$ cat src/inc/vrs_pkg.sv
// Constants, types and state layout of the regulator mode sequencer.
// Behaviour
// - The all-ones voltage code runs the shutdown sequence like power-down low, but keeps the clock gate driven.
// - Leaving the all-ones code starts the same boot sequence as power-up.
// - In shutdown both low-side gates stay low and control is off.
// - After power-up wait for reference ready, then boot at quarter slew, pulse-skipping.
// - Low-power state low in normal run drops phase 3, floats its pin, skip low.
// - In run the target follows the current voltage code at nominal slew.
// - Deep-sleep high switches at once to single-phase pulse skipping.
// - In deep sleep the upper thresholds for good and clock gate are ignored.
// - Deep sleep turns phase 2 gates off, floats phase-3 pin, drives skip low.
// - Power-down falling drops good, floats clock gate, forces all phases, quarter slew.
// - Shutdown ramps to 12.5 mV, then all gates low and discharge on.
// - Undervoltage, overvoltage or thermal trip latches a fault that stops switching.
// - Only a power-down toggle or supply cycle clears the fault latch.
// - A voltage code change in run starts a move; host changes all bits together.
package vrs_pkg;
   localparam int CLK_MHZ = 125;
   localparam int STEP_TIME_NS = 1000;
   localparam int STEP_CYC = (STEP_TIME_NS * CLK_MHZ + 999) / 1000;
   localparam logic [7:0] STEP_CYC_RST = 8'(STEP_CYC);
   localparam logic [6:0] OFF_CODE = 7'h7f;
   localparam logic [6:0] ZERO_CODE = 7'h78;
   localparam logic [6:0] FINAL_CODE = 7'h77;
   localparam logic [6:0] BOOT_CODE_RST = 7'h20;
   localparam logic [7:0] ADDR_CTRL = 8'h00;
   localparam logic [7:0] ADDR_STATUS = 8'h04;
   localparam logic [7:0] ADDR_IRQ_STATUS = 8'h08;
   localparam logic [7:0] ADDR_IRQ_CLEAR = 8'h0c;
   localparam logic [7:0] ADDR_IRQ_EN = 8'h10;
   localparam int CTRL_STEP_LSB = 0;
   localparam int CTRL_BOOT_LSB = 8;
   localparam int STAT_STATE_LSB = 0;
   localparam int STAT_TGT_LSB = 3;
   localparam int STAT_FAULT_BIT = 10;
   localparam int STAT_GOOD_BIT = 11;
   localparam int STAT_CODE_LSB = 12;
   localparam int IRQ_W = 5;
   localparam int IRQ_FAULT = 0;
   localparam int IRQ_BOOT = 1;
   localparam int IRQ_DOWN = 2;
   localparam int IRQ_CODE = 3;
   localparam int IRQ_GOOD_FALL = 4;
   localparam logic [2:0] SIZE_WORD = 3'h2;

   typedef enum logic [2:0] {
      ST_SHUTDOWN = 3'b000,
      ST_WAIT_REF = 3'b001,
      ST_BOOT = 3'b010,
      ST_RUN = 3'b011,
      ST_RAMP_DOWN = 3'b100,
      ST_OFF = 3'b101,
      ST_FAULT = 3'b110
   } vrs_state_t;

   typedef struct packed {
      logic power_down_n;
      logic deep_sleep;
      logic low_power_n;
      logic [6:0] code;
      logic ref_ready;
      logic upper_trip;
      logic uv;
      logic ov;
      logic thermal;
   } vrs_pins_t;

   typedef struct packed {
      logic good;
      logic clk_n;
      logic clk_oe;
      logic ext_pwm;
      logic ext_oe;
      logic skip_n;
      logic p1_high;
      logic p1_low;
      logic p2_high;
      logic p2_low;
      logic discharge;
      logic quarter;
      logic pskip;
   } vrs_drive_t;

   localparam vrs_drive_t DRV_RESET = '{good: 1'b0, clk_n: 1'b0,
      clk_oe: 1'b0, ext_pwm: 1'b0, ext_oe: 1'b0, skip_n: 1'b1,
      p1_high: 1'b0, p1_low: 1'b0, p2_high: 1'b0, p2_low: 1'b0,
      discharge: 1'b1, quarter: 1'b0, pskip: 1'b0};

   typedef struct packed {
      vrs_state_t state;
      logic cause_off;
      logic fault;
      logic pd_prev;
      logic [6:0] code_prev;
      logic [6:0] target;
      logic [9:0] step_cnt;
      logic [7:0] step_cycles;
      logic [6:0] boot_code;
      logic [IRQ_W-1:0] irq_status;
      logic [IRQ_W-1:0] irq_en;
      logic a_valid;
      logic a_write;
      logic [7:0] a_addr;
      logic [31:0] hrdata;
      vrs_drive_t drv;
   } vrs_seq_reg_t;

   localparam vrs_seq_reg_t SEQ_RESET = '{state: ST_SHUTDOWN,
      cause_off: 1'b0, fault: 1'b0, pd_prev: 1'b0, code_prev: OFF_CODE,
      target: ZERO_CODE, step_cnt: 10'h000, step_cycles: STEP_CYC_RST,
      boot_code: BOOT_CODE_RST, irq_status: 5'h00, irq_en: 5'h00,
      a_valid: 1'b0, a_write: 1'b0, a_addr: 8'h00, hrdata: 32'h0000_0000,
      drv: DRV_RESET};
endpackage

$ cat src/hw/vrs_sync.sv
// Two-stage synchroniser for the asynchronous regulator pins.
`timescale 1ns/10ps
`default_nettype none
module vrs_sync
   import vrs_pkg::*;
#(
   parameter int W = 1
) (
   input wire logic mclk,
   input wire logic srst,
   input wire logic [W-1:0] async_in,
   output logic [W-1:0] sync_out
);
   typedef struct packed {
      logic [W-1:0] meta;
      logic [W-1:0] stable;
   } vrs_sync_reg_t;

   vrs_sync_reg_t s;
   vrs_sync_reg_t next_s;

   // The first stage feeds only the second stage.
   always_comb begin
      next_s = s;
      for (int i = 0; i < W; i++) begin
         next_s.meta[i] = async_in[i];
         next_s.stable[i] = s.meta[i];
      end
   end

   always_ff @(posedge mclk) begin
      if (srst) begin
         s <= '0;
      end else begin
         s <= next_s;
      end
   end

   assign sync_out = s.stable;
endmodule
`default_nettype wire

$ cat src/hw/vrs_sequencer.sv
// Operating-mode sequencer of a multiphase core regulator, AHB-Lite slave.
`timescale 1ns/10ps
`default_nettype none
module vrs_sequencer
   import vrs_pkg::*;
(
   input wire logic mclk,
   input wire logic srst,
   input wire logic hsel,
   input wire logic [31:0] haddr,
   input wire logic [1:0] htrans,
   input wire logic hwrite,
   input wire logic [2:0] hsize,
   input wire logic [31:0] hwdata,
   input wire logic hready,
   output logic hreadyout,
   output logic hresp,
   output logic [31:0] hrdata,
   output logic irq,
   input wire logic power_down_n_in,
   input wire logic deep_sleep_req,
   input wire logic low_power_state_n,
   input wire logic [6:0] voltage_code_bits,
   input wire logic ref_ready_in,
   input wire logic upper_trip_in,
   input wire logic undervoltage_trip,
   input wire logic overvoltage_trip,
   input wire logic thermal_trip,
   output logic output_good,
   output logic clock_gate_n_out,
   output logic clock_gate_oe,
   output logic ext_phase_pwm_out,
   output logic ext_phase_pwm_oe,
   output logic ext_skip_n_out,
   output logic phase1_high_gate,
   output logic phase1_low_gate,
   output logic phase2_high_gate,
   output logic phase2_low_gate,
   output logic output_discharge_node,
   output logic quarter_slew,
   output logic pulse_skip_mode,
   output logic [6:0] target_code
);
   vrs_pins_t pins_raw;
   vrs_pins_t pins;
   vrs_seq_reg_t s;
   vrs_seq_reg_t next_s;
   vrs_drive_t d;
   logic rise, fall, fault_in, code_off, tick, addr_ph, stay_run;
   logic [9:0] rate;
   logic [6:0] goal;
   logic [IRQ_W-1:0] ev;
   logic [IRQ_W-1:0] clr;
   logic [31:0] rd;

   assign pins_raw = '{power_down_n: power_down_n_in,
      deep_sleep: deep_sleep_req, low_power_n: low_power_state_n,
      code: voltage_code_bits, ref_ready: ref_ready_in,
      upper_trip: upper_trip_in, uv: undervoltage_trip,
      ov: overvoltage_trip, thermal: thermal_trip};

   vrs_sync #(.W($bits(vrs_pins_t))) u_sync (
      .mclk(mclk),
      .srst(srst),
      .async_in(pins_raw),
      .sync_out(pins)
   );

   assign rise = pins.power_down_n & ~s.pd_prev;
   assign fall = ~pins.power_down_n & s.pd_prev;
   assign fault_in = pins.uv | pins.ov | pins.thermal;
   assign code_off = pins.code == OFF_CODE;
   assign rate = s.drv.quarter ? {s.step_cycles, 2'b00}
                               : {2'b00, s.step_cycles};
   assign tick = s.step_cnt == 10'h000;
   assign addr_ph = hsel & htrans[1] & hready;
   assign stay_run = (s.state == ST_RUN) & pins.power_down_n & ~fault_in
                     & ~code_off;

   always_comb begin
      rd = 32'h0000_0000;
      case (haddr[7:0])
         ADDR_CTRL: begin
            rd[CTRL_STEP_LSB +: 8] = s.step_cycles;
            rd[CTRL_BOOT_LSB +: 7] = s.boot_code;
         end
         ADDR_STATUS: begin
            rd[STAT_STATE_LSB +: 3] = s.state;
            rd[STAT_TGT_LSB +: 7] = s.target;
            rd[STAT_FAULT_BIT] = s.fault;
            rd[STAT_GOOD_BIT] = s.drv.good;
            rd[STAT_CODE_LSB +: 7] = pins.code;
         end
         ADDR_IRQ_STATUS: rd[IRQ_W-1:0] = s.irq_status;
         ADDR_IRQ_EN: rd[IRQ_W-1:0] = s.irq_en;
         default: rd = 32'h0000_0000;
      endcase
   end

   always_comb begin
      next_s = s;
      ev = '0;
      clr = '0;
      d = DRV_RESET;
      goal = s.target;
      next_s.pd_prev = pins.power_down_n;
      // Mode and sequence decisions; shutdown, power-down falling and fault come first.
      if (s.state == ST_SHUTDOWN) begin
         if (rise) begin
            next_s.state = ST_WAIT_REF;
            next_s.fault = 1'b0;
         end
      end else if (fall) begin
         next_s.fault = 1'b0;
         next_s.cause_off = 1'b0;
         next_s.state = (s.state == ST_FAULT) ? ST_SHUTDOWN
                                              : ST_RAMP_DOWN;
      end else if (fault_in && s.state != ST_FAULT) begin
         next_s.state = ST_FAULT;
         next_s.fault = 1'b1;
         ev[IRQ_FAULT] = 1'b1;
      end else begin
         unique case (s.state)
            ST_WAIT_REF: begin
               if (code_off) begin
                  next_s.state = ST_OFF;
               end else if (pins.ref_ready) begin
                  next_s.state = ST_BOOT;
               end
            end
            ST_BOOT: begin
               if (code_off) begin
                  next_s.state = ST_RAMP_DOWN;
                  next_s.cause_off = 1'b1;
               end else if (s.target == s.boot_code) begin
                  next_s.state = ST_RUN;
                  ev[IRQ_BOOT] = 1'b1;
               end
            end
            ST_RUN: begin
               if (code_off) begin
                  next_s.state = ST_RAMP_DOWN;
                  next_s.cause_off = 1'b1;
               end
            end
            ST_RAMP_DOWN: begin
               if (s.target >= FINAL_CODE) begin
                  ev[IRQ_DOWN] = 1'b1;
                  if (s.cause_off) begin
                     next_s.state = ST_OFF;
                  end else if (pins.power_down_n) begin
                     next_s.state = ST_WAIT_REF;
                  end else begin
                     next_s.state = ST_SHUTDOWN;
                  end
               end
            end
            ST_OFF: begin
               if (!code_off) begin
                  next_s.state = ST_WAIT_REF;
               end
            end
            ST_SHUTDOWN, ST_FAULT: begin
            end
            default: next_s.state = ST_SHUTDOWN;
         endcase
      end

      // Pin levels for the state entered at this edge.
      unique case (next_s.state)
         ST_SHUTDOWN: begin
            d.discharge = 1'b1;
            goal = ZERO_CODE;
         end
         ST_WAIT_REF, ST_OFF, ST_FAULT: begin
            d.discharge = next_s.state == ST_OFF;
            d.clk_n = 1'b1;
            d.clk_oe = 1'b1;
            goal = (next_s.state == ST_FAULT) ? s.target : ZERO_CODE;
         end
         ST_BOOT: begin
            d = '{good: 1'b0, clk_n: 1'b1, clk_oe: 1'b1, ext_pwm: 1'b1,
               ext_oe: 1'b1, skip_n: 1'b0, p1_high: 1'b1, p1_low: 1'b1,
               p2_high: 1'b1, p2_low: 1'b1, discharge: 1'b0,
               quarter: 1'b1, pskip: 1'b1};
            goal = s.boot_code;
         end
         ST_RUN: begin
            d.discharge = 1'b0;
            d.clk_oe = 1'b1;
            d.p1_high = 1'b1;
            d.p1_low = 1'b1;
            goal = pins.code;
            if (pins.deep_sleep) begin
               d.pskip = 1'b1;
               d.skip_n = 1'b0;
            end else if (!pins.low_power_n) begin
               d.p2_high = 1'b1;
               d.p2_low = 1'b1;
               d.skip_n = 1'b0;
            end else begin
               d.p2_high = 1'b1;
               d.p2_low = 1'b1;
               d.ext_pwm = 1'b1;
               d.ext_oe = 1'b1;
            end
            d.good = (s.target == pins.code)
                     & (pins.deep_sleep | ~pins.upper_trip);
            d.clk_n = ~d.good;
         end
         ST_RAMP_DOWN: begin
            d = '{good: 1'b0, clk_n: 1'b1, clk_oe: next_s.cause_off,
               ext_pwm: 1'b1, ext_oe: 1'b1, skip_n: 1'b1, p1_high: 1'b1,
               p1_low: 1'b1, p2_high: 1'b1, p2_low: 1'b1, discharge: 1'b0,
               quarter: 1'b1, pskip: 1'b0};
            goal = FINAL_CODE;
         end
         default: d = DRV_RESET;
      endcase
      next_s.drv = d;

      // Target steps one code per slew interval toward its goal.
      if (tick) begin
         next_s.step_cnt = (rate == 10'h000) ? 10'h000 : rate - 10'h001;
         if (s.target > goal) begin
            next_s.target = s.target - 7'h01;
         end else if (s.target < goal) begin
            next_s.target = s.target + 7'h01;
         end
      end else begin
         next_s.step_cnt = s.step_cnt - 10'h001;
      end
      if (next_s.state == ST_SHUTDOWN || next_s.state == ST_OFF
          || next_s.state == ST_WAIT_REF) begin
         next_s.target = ZERO_CODE;
      end

      next_s.code_prev = pins.code;
      // Both power-down samples high, so the synchroniser flush after reset
      // is not taken for a code change.
      if (pins.code != s.code_prev && pins.power_down_n && s.pd_prev) begin
         ev[IRQ_CODE] = 1'b1;
      end
      if (s.drv.good && !d.good) begin
         ev[IRQ_GOOD_FALL] = 1'b1;
      end

      // Bus slave: address phase captured, write applied in data phase.
      next_s.a_valid = addr_ph;
      if (addr_ph) begin
         next_s.a_write = hwrite & (hsize == SIZE_WORD);
         next_s.a_addr = haddr[7:0];
         next_s.hrdata = hwrite ? 32'h0000_0000 : rd;
      end
      if (s.a_valid && s.a_write) begin
         case (s.a_addr)
            ADDR_CTRL: begin
               next_s.step_cycles = hwdata[CTRL_STEP_LSB +: 8];
               next_s.boot_code = hwdata[CTRL_BOOT_LSB +: 7];
            end
            ADDR_IRQ_CLEAR: clr = hwdata[IRQ_W-1:0];
            ADDR_IRQ_EN: next_s.irq_en = hwdata[IRQ_W-1:0];
            default: next_s.irq_en = s.irq_en;
         endcase
      end
      // A new event wins over a clear in the same cycle.
      next_s.irq_status = (s.irq_status & ~clr) | ev;
   end

   always_ff @(posedge mclk) begin
      if (srst) begin
         s <= SEQ_RESET;
      end else begin
         s <= next_s;
      end
   end

   assign hreadyout = 1'b1;
   assign hresp = 1'b0;
   assign hrdata = s.hrdata;
   assign irq = |(s.irq_status & s.irq_en);
   assign output_good = s.drv.good;
   assign clock_gate_n_out = s.drv.clk_n;
   assign clock_gate_oe = s.drv.clk_oe;
   assign ext_phase_pwm_out = s.drv.ext_pwm;
   assign ext_phase_pwm_oe = s.drv.ext_oe;
   assign ext_skip_n_out = s.drv.skip_n;
   assign phase1_high_gate = s.drv.p1_high;
   assign phase1_low_gate = s.drv.p1_low;
   assign phase2_high_gate = s.drv.p2_high;
   assign phase2_low_gate = s.drv.p2_low;
   assign output_discharge_node = s.drv.discharge;
   assign quarter_slew = s.drv.quarter;
   assign pulse_skip_mode = s.drv.pskip;
   assign target_code = s.target;
endmodule
`default_nettype wire

$ cat config.mk
export PLATFORM = sky130hd
export DESIGN_NAME = vrs_sequencer
export DESIGN_NICKNAME = d
export VERILOG_FILES = /design/src/inc/vrs_pkg.sv /design/src/hw/vrs_sync.sv /design/src/hw/vrs_sequencer.sv
export SDC_FILE = /design/constraint.sdc
export NUM_CORES = 1
export LEC_CHECK = 0
export BUFFER_PORTS_ARGS = -buffer_cell sky130_fd_sc_hd__buf_2
export CORE_ASPECT_RATIO = 0.9
export CORE_MARGIN = 10
export CORE_UTILIZATION = 49
export DETAILED_ROUTE_END_ITERATION = 16
export HOLD_SLACK_MARGIN = 0.03
export PLACE_DENSITY = 0.76
export SETUP_SLACK_MARGIN = 0.02
export SLEW_MARGIN = 20
export SYNTH_ARGS = -nofsm -noshare
export SYNTH_HDL_FRONTEND = slang
export SYNTH_SLANG_ARGS = --single-unit
$ cat constraint.sdc
create_clock -name mclk -period 5.7 [get_ports mclk]
set_clock_uncertainty 0.2 [all_clocks]
set_input_delay 0.855 -clock mclk [delete_from_list [all_inputs] [get_ports mclk]]
set_output_delay 0.855 -clock mclk [all_outputs]
set_load 0.1 [all_outputs]
==> results of run 1 <==
-- cell usage after synthesis, types with 4 or more instances --
| cell | count | area (um^2) |
|---|---|---|
| a31o_2 | 4 | 35.0 |
| a222oi_1 | 11 | 110 |
| a22oi_1 | 23 | 173 |
| or2_2 | 9 | 56.3 |
| nand4_1 | 9 | 56.3 |
| o21a_1 | 5 | 37.5 |
| a31oi_1 | 5 | 31.3 |
| inv_1 | 12 | 45.0 |
| nand2_1 | 46 | 173 |
| dfxtp_1 | 124 | 2480 |
| xnor2_1 | 18 | 158 |
| nor2_1 | 60 | 225 |
| o21ai_0 | 19 | 95.1 |
| a221oi_1 | 5 | 43.8 |
| nand3_1 | 16 | 80.1 |
| nor4_1 | 6 | 37.5 |
| nor3b_1 | 4 | 30.0 |
| mux2i_1 | 19 | 190 |
| nor3_1 | 18 | 90.1 |
| nand2b_1 | 11 | 68.8 |
| or3_1 | 7 | 43.8 |
| nor2b_1 | 46 | 288 |
| buf_2 | 14 | 70.1 |
| clkbuf_1 | 25 | 93.8 |
| buf_4 | 46 | 345 |
| ha_1 | 18 | 225 |
| xor2_1 | 14 | 123 |
| a21oi_1 | 48 | 240 |
| a211o_1 | 8 | 70.1 |
-- power by group through the flow --
stage | Sequential, mW | Combinational (mW) | Clock [mW]
floorplan | 0.989 | 0.463 | 0
global placement | 0.972 | 0.612 | 0
detailed placement | 0.975 | 0.635 | 0
CTS | 0.958 | 0.641 | 1.03
global route | 0.964 | 0.725 | 1.07
finish | 0.958 | 0.653 | 1.02
-- worst max path at each step --
stage	start	to	slack [ps]
floorplan	u_sync.sync_out[10]$_SDFF_PP0_	target_code[6]$_SDFFE_PP1P_	140
CTS	u_sync.sync_out[10]$_SDFF_PP0_	target_code[6]$_SDFFE_PP1P_	50
global route	u_sync.sync_out[11]$_SDFF_PP0_	target_code[6]$_SDFFE_PP1P_	10
detailed placement	u_sync.sync_out[10]$_SDFF_PP0_	target_code[6]$_SDFFE_PP1P_	-110
global placement	u_sync.sync_out[9]$_SDFF_PP0_	target_code[5]$_SDFFE_PP1P_	110
finish	u_sync.sync_out[11]$_SDFF_PP0_	target_code[6]$_SDFFE_PP1P_	350
-- routing by layer --
layer,vias up,GRT usage [%],routed length [um]
met3,30,4.63,1180
met5,-,0,0
met4,0,6.61,328
met1,2622,23.6,7410
met2,217,29.1,7820
li1,2693,-,-
-- worst max-delay path, stage by stage (launching register included) --
cell and delay, ps:
dfxtp_1 370, nand3_1 140, o21bai_2 110, or3_1 340, a311o_1 330, a41oi_2 210, inv_1 100, buf_4 140
ha_1 210, buf_4 160, nor2_1 130, nand2_1 100, mux2i_2 190, a2bb2oi_1 120, ha_1 300, nor2b_1 150
o21ai_1 90, a21oi_1 230, o21ai_2 110, buf_4 160, fa_1 370, nand2b_1 180, a21oi_1 190, o21a_1 170
o211ai_1 110, o32a_1 310, nand3_1 80
-- repair_timing --
item,4_1_cts,5_1_grt
pin swaps,0,3
gates resized for setup,3,12
setup buffers,0,1
setup endpoints to repair,2,4
-- final cells by class --
type	count	area, um^2	area share [%]
inverters	12	45.0	0.591
flip-flops and latches	124	2480	32.6
well taps	164	205	2.69
multi-input cells	514	3470	45.6
clock inverters	6	58.8	0.772
clock buffers	26	509	6.69
repair buffers	140	842	11.1
-- logic make-up (layout without fill, tap and decap cells) --
| group | Yosys count | after routing | synth area share (%) |
|---|---|---|---|
| simple gates | 259 | 259 | 21.8 |
| compound gates | 168 | 168 | 18.9 |
| flops | 124 | 124 | 38.5 |
| buf+inv | 103 | 184 | 9.21 |
| xor+xnor | 32 | 32 | 4.35 |
| mux | 21 | 21 | 3.30 |
| fa+ha+maj | 19 | 19 | 3.81 |
| other cells | 2 | 15 | 0.117 |
-- registers in the layout, indices dropped and copies added (netlist names) --
signal                 count
phase1_high_gate           1
ext_phase_pwm_out          1
clock_gate_oe              1
target_code                7
quarter_slew               1
output_good                1
pulse_skip_mode            1
hrdata                    19
u_sync.next_s             15
phase2_high_gate           1
ext_skip_n_out             1
u_sync.sync_out           15
clock_gate_n_out           1
output_discharge_node      1
s                         58
-- cells in the final DEF, fill, tap and decap left out, types with 14 or more instances in the layout --
cell       instances
dfxtp_1          122
buf_2             85
nor2_1            60
buf_4             54
a21oi_1           48
nand2_1           46
nor2b_1           46
a22oi_1           23
xnor2_1           18
mux2i_1           18
ha_1              17
clkbuf_16         17
nor3_1            16
o21ai_0           16
nand3_1           16
conb_1            15
xor2_1            14
-- metrics by stage --
| stage | area (um^2) | setup TNS, ps | hold slack, ps | cells |
|---|---|---|---|---|
| floorplan | 6490 | 0 | 214 | 741 |
| global placement | 6990 | 0 | 219 | 953 |
| detailed placement | 6990 | -193 | 222 | 953 |
| CTS | 7560 | 0 | 234 | 985 |
| global route | 7620 | 0 | 254 | 986 |
| finish | 7620 | 0 | 232 | 986 |
==> metrics.txt, run 1 <==
Avg Inst Size Synth=about 8.8 um^2; dpl ws=-106 ps; clock network fraction of design power=around 39%; CTS buffer count=17; Pwr Total=roughly 2.6 mW; Post-synth EDFFs=0; outcome=complete, no violations; register area share after synthesis=~39%; worst r2r path cells=26; peak supply drop=roughly 0.0002 V; Worst-path clk slew=50 ps; RR Startpoint=u_sync.sync_out[11]$_SDFF_PP0_; nets=917; DR iter-0 viols=~480; layout cells sized above 1=a little over a quarter; Post-DRT Antenna Nets=0; pwr dens=roughly 350 mW/mm^2; Pint=around 1.8 mW; RSZ-0062 raised after global routing=false; Hold Path End=u_sync.sync_out[0]$_SDFF_PP0_; FF-to-FF End=target_code[6]$_SDFFE_PP1P_; antenna cell count=0; prevailing post-synth register cell=dfxtp_1; Final Cycle Share=between 90% and 100%; initial core utilization=between 50% and 60%; Reg power frac=approximately 36%; Filler Cells Inserted=roughly 1100; Fin. Hold Viols=0; Worst Setup Start Kind=register; worst hold start=u_sync.next_s[0]$_SDFF_PP0_; via count=roughly 5600; IO buf count=between 80 and 90; die area=0.0181 mm^2; cts hold-fix bufs=0; crit end category=register; GR Overflow Total=0; Comb pwr share=about a quarter; Clock Latency Late Sink=a little over 400 ps; achievable frequency=around 190 MHz; total track usage=around 18%; PnR worst setup slack=about 350 ps; minimum clock period=5350 ps; Max Cap Viol=0; CTS root buffer=clkbuf_16; initial antenna violation count=0; reported net switching power=between 0.7 and 0.8 mW; Synth Instances=about 730; pin count of the biggest net entering global routing=118; critical path fanouts, max=6; Crit Path Class=register to register; number of H-tree levels=4; # rows=39; synth unique cells=a little over 80; post-layout util=about three fifths; TritonRoute pass-1 iters=9; worst hold path stage count=1; worst endpoint required time=5850 ps; Die Y=between 100 and 150 um; area grow syn2layout=18.2%; Post-synth ARST share=0%; Vias per Instance=between 5 and 6; core area=approximately 0.013 mm^2; first-pass GRT wire length=27600 um; mapped cell area=between 0.006 and 0.007 mm^2; Synthesis Warnings=0; sw frac=between 30% and 40%; Worst Hold Class=register to register; Slew Viols, Final=0; FF-to-FF setup slack=around 350 ps; I/O pins=~140; Sink Count=124; setup violators final=0; arrival time worst endpoint=~5500 ps; vias in the first global route=around 5600; Worst Tran Pin Value=~1000 ps; slew margin rel.=35.0%; CTS tree=built; Seq cells post-synth=between 100 and 150; drt drc=0; RD Place Congestion=approximately 0.86; Leak=between 3 and 4 nW; Longest Clk Path Bufs=2; WL/cell=about 17 um; hpwl dp=~12000 um; Die X=~140 um; WL final=16700 um
No activity file was read; power rests on OpenSTA's default activity.
==> run 2: changes to the inputs <==
--- a/config.mk
+++ b/config.mk
@@ -6,12 +6,14 @@
 export NUM_CORES = 1
 export LEC_CHECK = 0
 export BUFFER_PORTS_ARGS = -buffer_cell sky130_fd_sc_hd__buf_2
+export CELL_PAD_IN_SITES_DETAIL_PLACEMENT = 1
+export CELL_PAD_IN_SITES_GLOBAL_PLACEMENT = 2
 export CORE_ASPECT_RATIO = 0.9
 export CORE_MARGIN = 10
-export CORE_UTILIZATION = 49
+export CORE_UTILIZATION = 29
 export DETAILED_ROUTE_END_ITERATION = 16
 export HOLD_SLACK_MARGIN = 0.03
-export PLACE_DENSITY = 0.76
+export PLACE_DENSITY = 0.84
 export SETUP_SLACK_MARGIN = 0.02
 export SLEW_MARGIN = 20
 export SYNTH_ARGS = -nofsm -noshare
==> metrics.txt, run 2 (synthesis gave the netlist of run 1 again) <==
DR iter-0 viols=389 (was 476); Leak=3.20 nW (was 3.09 nW); CTS tree=built (unchanged); Vias per Instance=5.01 (was 5.64); Fin. Hold Viols=0 (unchanged); clock network fraction of design power=42.9% (was 38.7%); hold slack=238 ps (was 232 ps); CTS buffer count=17 (unchanged); worst hold start=u_sync.next_s[11]$_SDFF_PP0_ (was u_sync.next_s[0]$_SDFF_PP0_); Worst Tran Pin Value=956 ps (was 973 ps); Worst-path clk slew=60 ps (was 50 ps); WL final=20400 um (was 16700 um); arrival time worst endpoint=5520 ps (was 5510 ps); met3 usage=3.66% (was 4.63%); minimum clock period=5350 ps (about the same); RD Place Congestion=0.850 (was 0.855); WL/cell=18.1 um (was 17.0 um); outcome=complete, no violations (unchanged); layout cells sized above 1=28.0% (was 26.0%); Worst Setup Start Kind=register (unchanged); I/O pins=144 (unchanged); max reg flops=58 (unchanged); Die X=177 um (was 141 um); Die Y=161 um (was 129 um); nets=931 (was 917); GR Overflow Total=0 (unchanged); # rows=51 (was 39); die area=0.0286 mm^2 (was 0.0181 mm^2); Sink Count=124 (unchanged); Clock Latency Late Sink=430 ps (was 410 ps); CTS root buffer=clkbuf_16 (unchanged); TritonRoute pass-1 iters=6 (was 9); register with the most flip-flops=s (unchanged); Pint=1.98 mW (was 1.83 mW); pin count of the biggest net entering global routing=64 (was 118); Comb pwr share=23.9% (was 24.8%); Max Cap Viol=0 (unchanged); total track usage=14.1% (was 18.3%); number of H-tree levels=4 (unchanged); cts hold-fix bufs=0 (unchanged); Non-Filler Instances=1127 (was 986); most frequent cells in the layout=dfxtp_1 (124), buf_2 (85), buf_4 (69), nor2_1 (60) (was dfxtp_1 (122), buf_2 (85), nor2_1 (60), buf_4 (54), a21oi_1 (48)); initial core utilization=29.6% (was 50.4%); vias in the first global route=5824 (was 5580); first-pass GRT wire length=32000 um (was 27600 um); FF-to-FF setup slack=350 ps (about the same); worst r2r path cells=27 (was 26); Crit Path Class=register to register (unchanged); slew margin rel.=36.1% (was 35.0%); Reg power frac=33.3% (was 36.4%); critical path fanouts, max=5 (was 6); pwr dens=360 mW/mm^2 (was 345 mW/mm^2); total placed cells including tap cells=1094 (was 953); sw frac=31.2% (was 30.2%); GR Util met2=22.5% (was 29.1%); setup TNS=0 ps (unchanged); met1 Use GR=17.9% (was 23.6%); FF-to-FF End=target_code[6]$_SDFFE_PP1P_ (unchanged); Post-DRT Antenna Nets=0 (unchanged); achievable frequency=187 MHz (about the same); IO buf count=86 (unchanged); via count=5643 (was 5562); area grow syn2layout=23.9% (was 18.2%); worst hold path stage count=1 (unchanged); core area=0.0218 mm^2 (was 0.0128 mm^2); Final Cycle Share=93.9% (about the same); gr busiest metal=met2 (unchanged); setup violators final=0 (unchanged); reported net switching power=0.895 mW (was 0.794 mW); Hold Path End=u_sync.sync_out[11]$_SDFF_PP0_ (was u_sync.sync_out[0]$_SDFF_PP0_); commonest non-fill, non-tap cell in the layout=dfxtp_1 (unchanged); antenna cell count=0 (unchanged); drt drc=0 (unchanged); initial antenna violation count=0 (unchanged); Worst Hold Class=register to register (unchanged); crit end category=register (unchanged); Longest Clk Path Bufs=2 (unchanged); Slew Viols, Final=0 (unchanged); RR Startpoint=u_sync.sync_out[11]$_SDFF_PP0_ (unchanged); worst endpoint required time=5870 ps (was 5850 ps); peak supply drop=0.000147 V (was 0.000199 V); hpwl dp=14900 um (was 12200 um)
## run 2: changes by cell type in the layout (fill, tap and decap cells not counted), sizes merged
cell | before | now
buf | 140 | 154
clkbuf | 26 | 17
bufinv | 1 | 5
inv | 12 | 17
## run 2: layout make-up
class	count	area (um^2)
inverters	12	45.0
fillers	2547	13800
well taps	291	364
repair buffers	154	943
clock buffers	17	425
clock inverters	15	235
flip-flops and latches	124	2480
multi-input cells	514	3480
## run 2: critical path, cell delays in order (launching register included)
cell	delay [ps]
dfxtp_1	380
nand3_1	150
o21bai_2	110
or3_1	330
a311o_1	330
a41oi_2	200
inv_2	90
buf_4	130
ha_1	230
buf_4	170
nor2_1	120
nand2_1	90
mux2i_2	230
a2bb2oi_1	110
ha_1	290
nor2b_1	130
o21ai_1	90
a21oi_2	180
o21ai_2	100
buf_4	150
fa_1	390
nand2b_1	200
a21oi_2	150
o21a_1	160
buf_4	110
o211ai_1	90
o32a_1	300
nand3_1	80
## run 2: power groups by stage
stage,clock network (mW),registers (mW),logic (mW)
floorplan,0,0.989,0.463
global placement,0,0.972,0.646
detailed placement,0,0.974,0.664
CTS,1.26,0.956,0.670
global route,1.30,0.962,0.760
finish,1.23,0.955,0.686
## run 2: timing repair
item | CTS | global route
pin swaps | 0 | 4
setup endpoints to repair | 2 | 4
resized for setup | 3 | 15
gates cloned | 0 | 0
setup buffers | 0 | 1
endpoints found under the hold margin | 0 | 0
## run 2: per-layer routing
layer	vias to the layer above	routed length (um)
li1	2724	-
met4	0	340
met1	2766	9530
met2	130	9650
met3	23	927
met5	-	0
## run 2: worst max path at each step
stage / start / endpoint / slack, ps / cells past startpoint
detailed placement: s[109]$_SDFF_PP0_ / target_code[6]$_SDFFE_PP1P_ / -50 / 24
global placement: s[109]$_SDFF_PP0_ / target_code[6]$_SDFFE_PP1P_ / 40 / 24
CTS: u_sync.sync_out[11]$_SDFF_PP0_ / target_code[6]$_SDFFE_PP1P_ / 50 / 26
finish: u_sync.sync_out[11]$_SDFF_PP0_ / target_code[6]$_SDFFE_PP1P_ / 350 / 27
global route: u_sync.sync_out[11]$_SDFF_PP0_ / target_code[6]$_SDFFE_PP1P_ / -2 / 27
floorplan: u_sync.sync_out[10]$_SDFF_PP0_ / target_code[6]$_SDFFE_PP1P_ / 140 / 26
## run 2: metrics by stage
stage / cell area, um^2 / utilization [%] / total power [mW] / worst slack (ps)
after floorplan: 6490 / - / 1.45 / 137
after global placement: 7250 / 33.3 / 1.62 / 36.9
after detailed placement: 7250 / 33.3 / 1.64 / -46.2
after CTS: 7920 / 36.4 / 2.88 / 50.4
after global routing: 7980 / 36.7 / 3.02 / -2.45
final: 7980 / 36.7 / 2.87 / 349
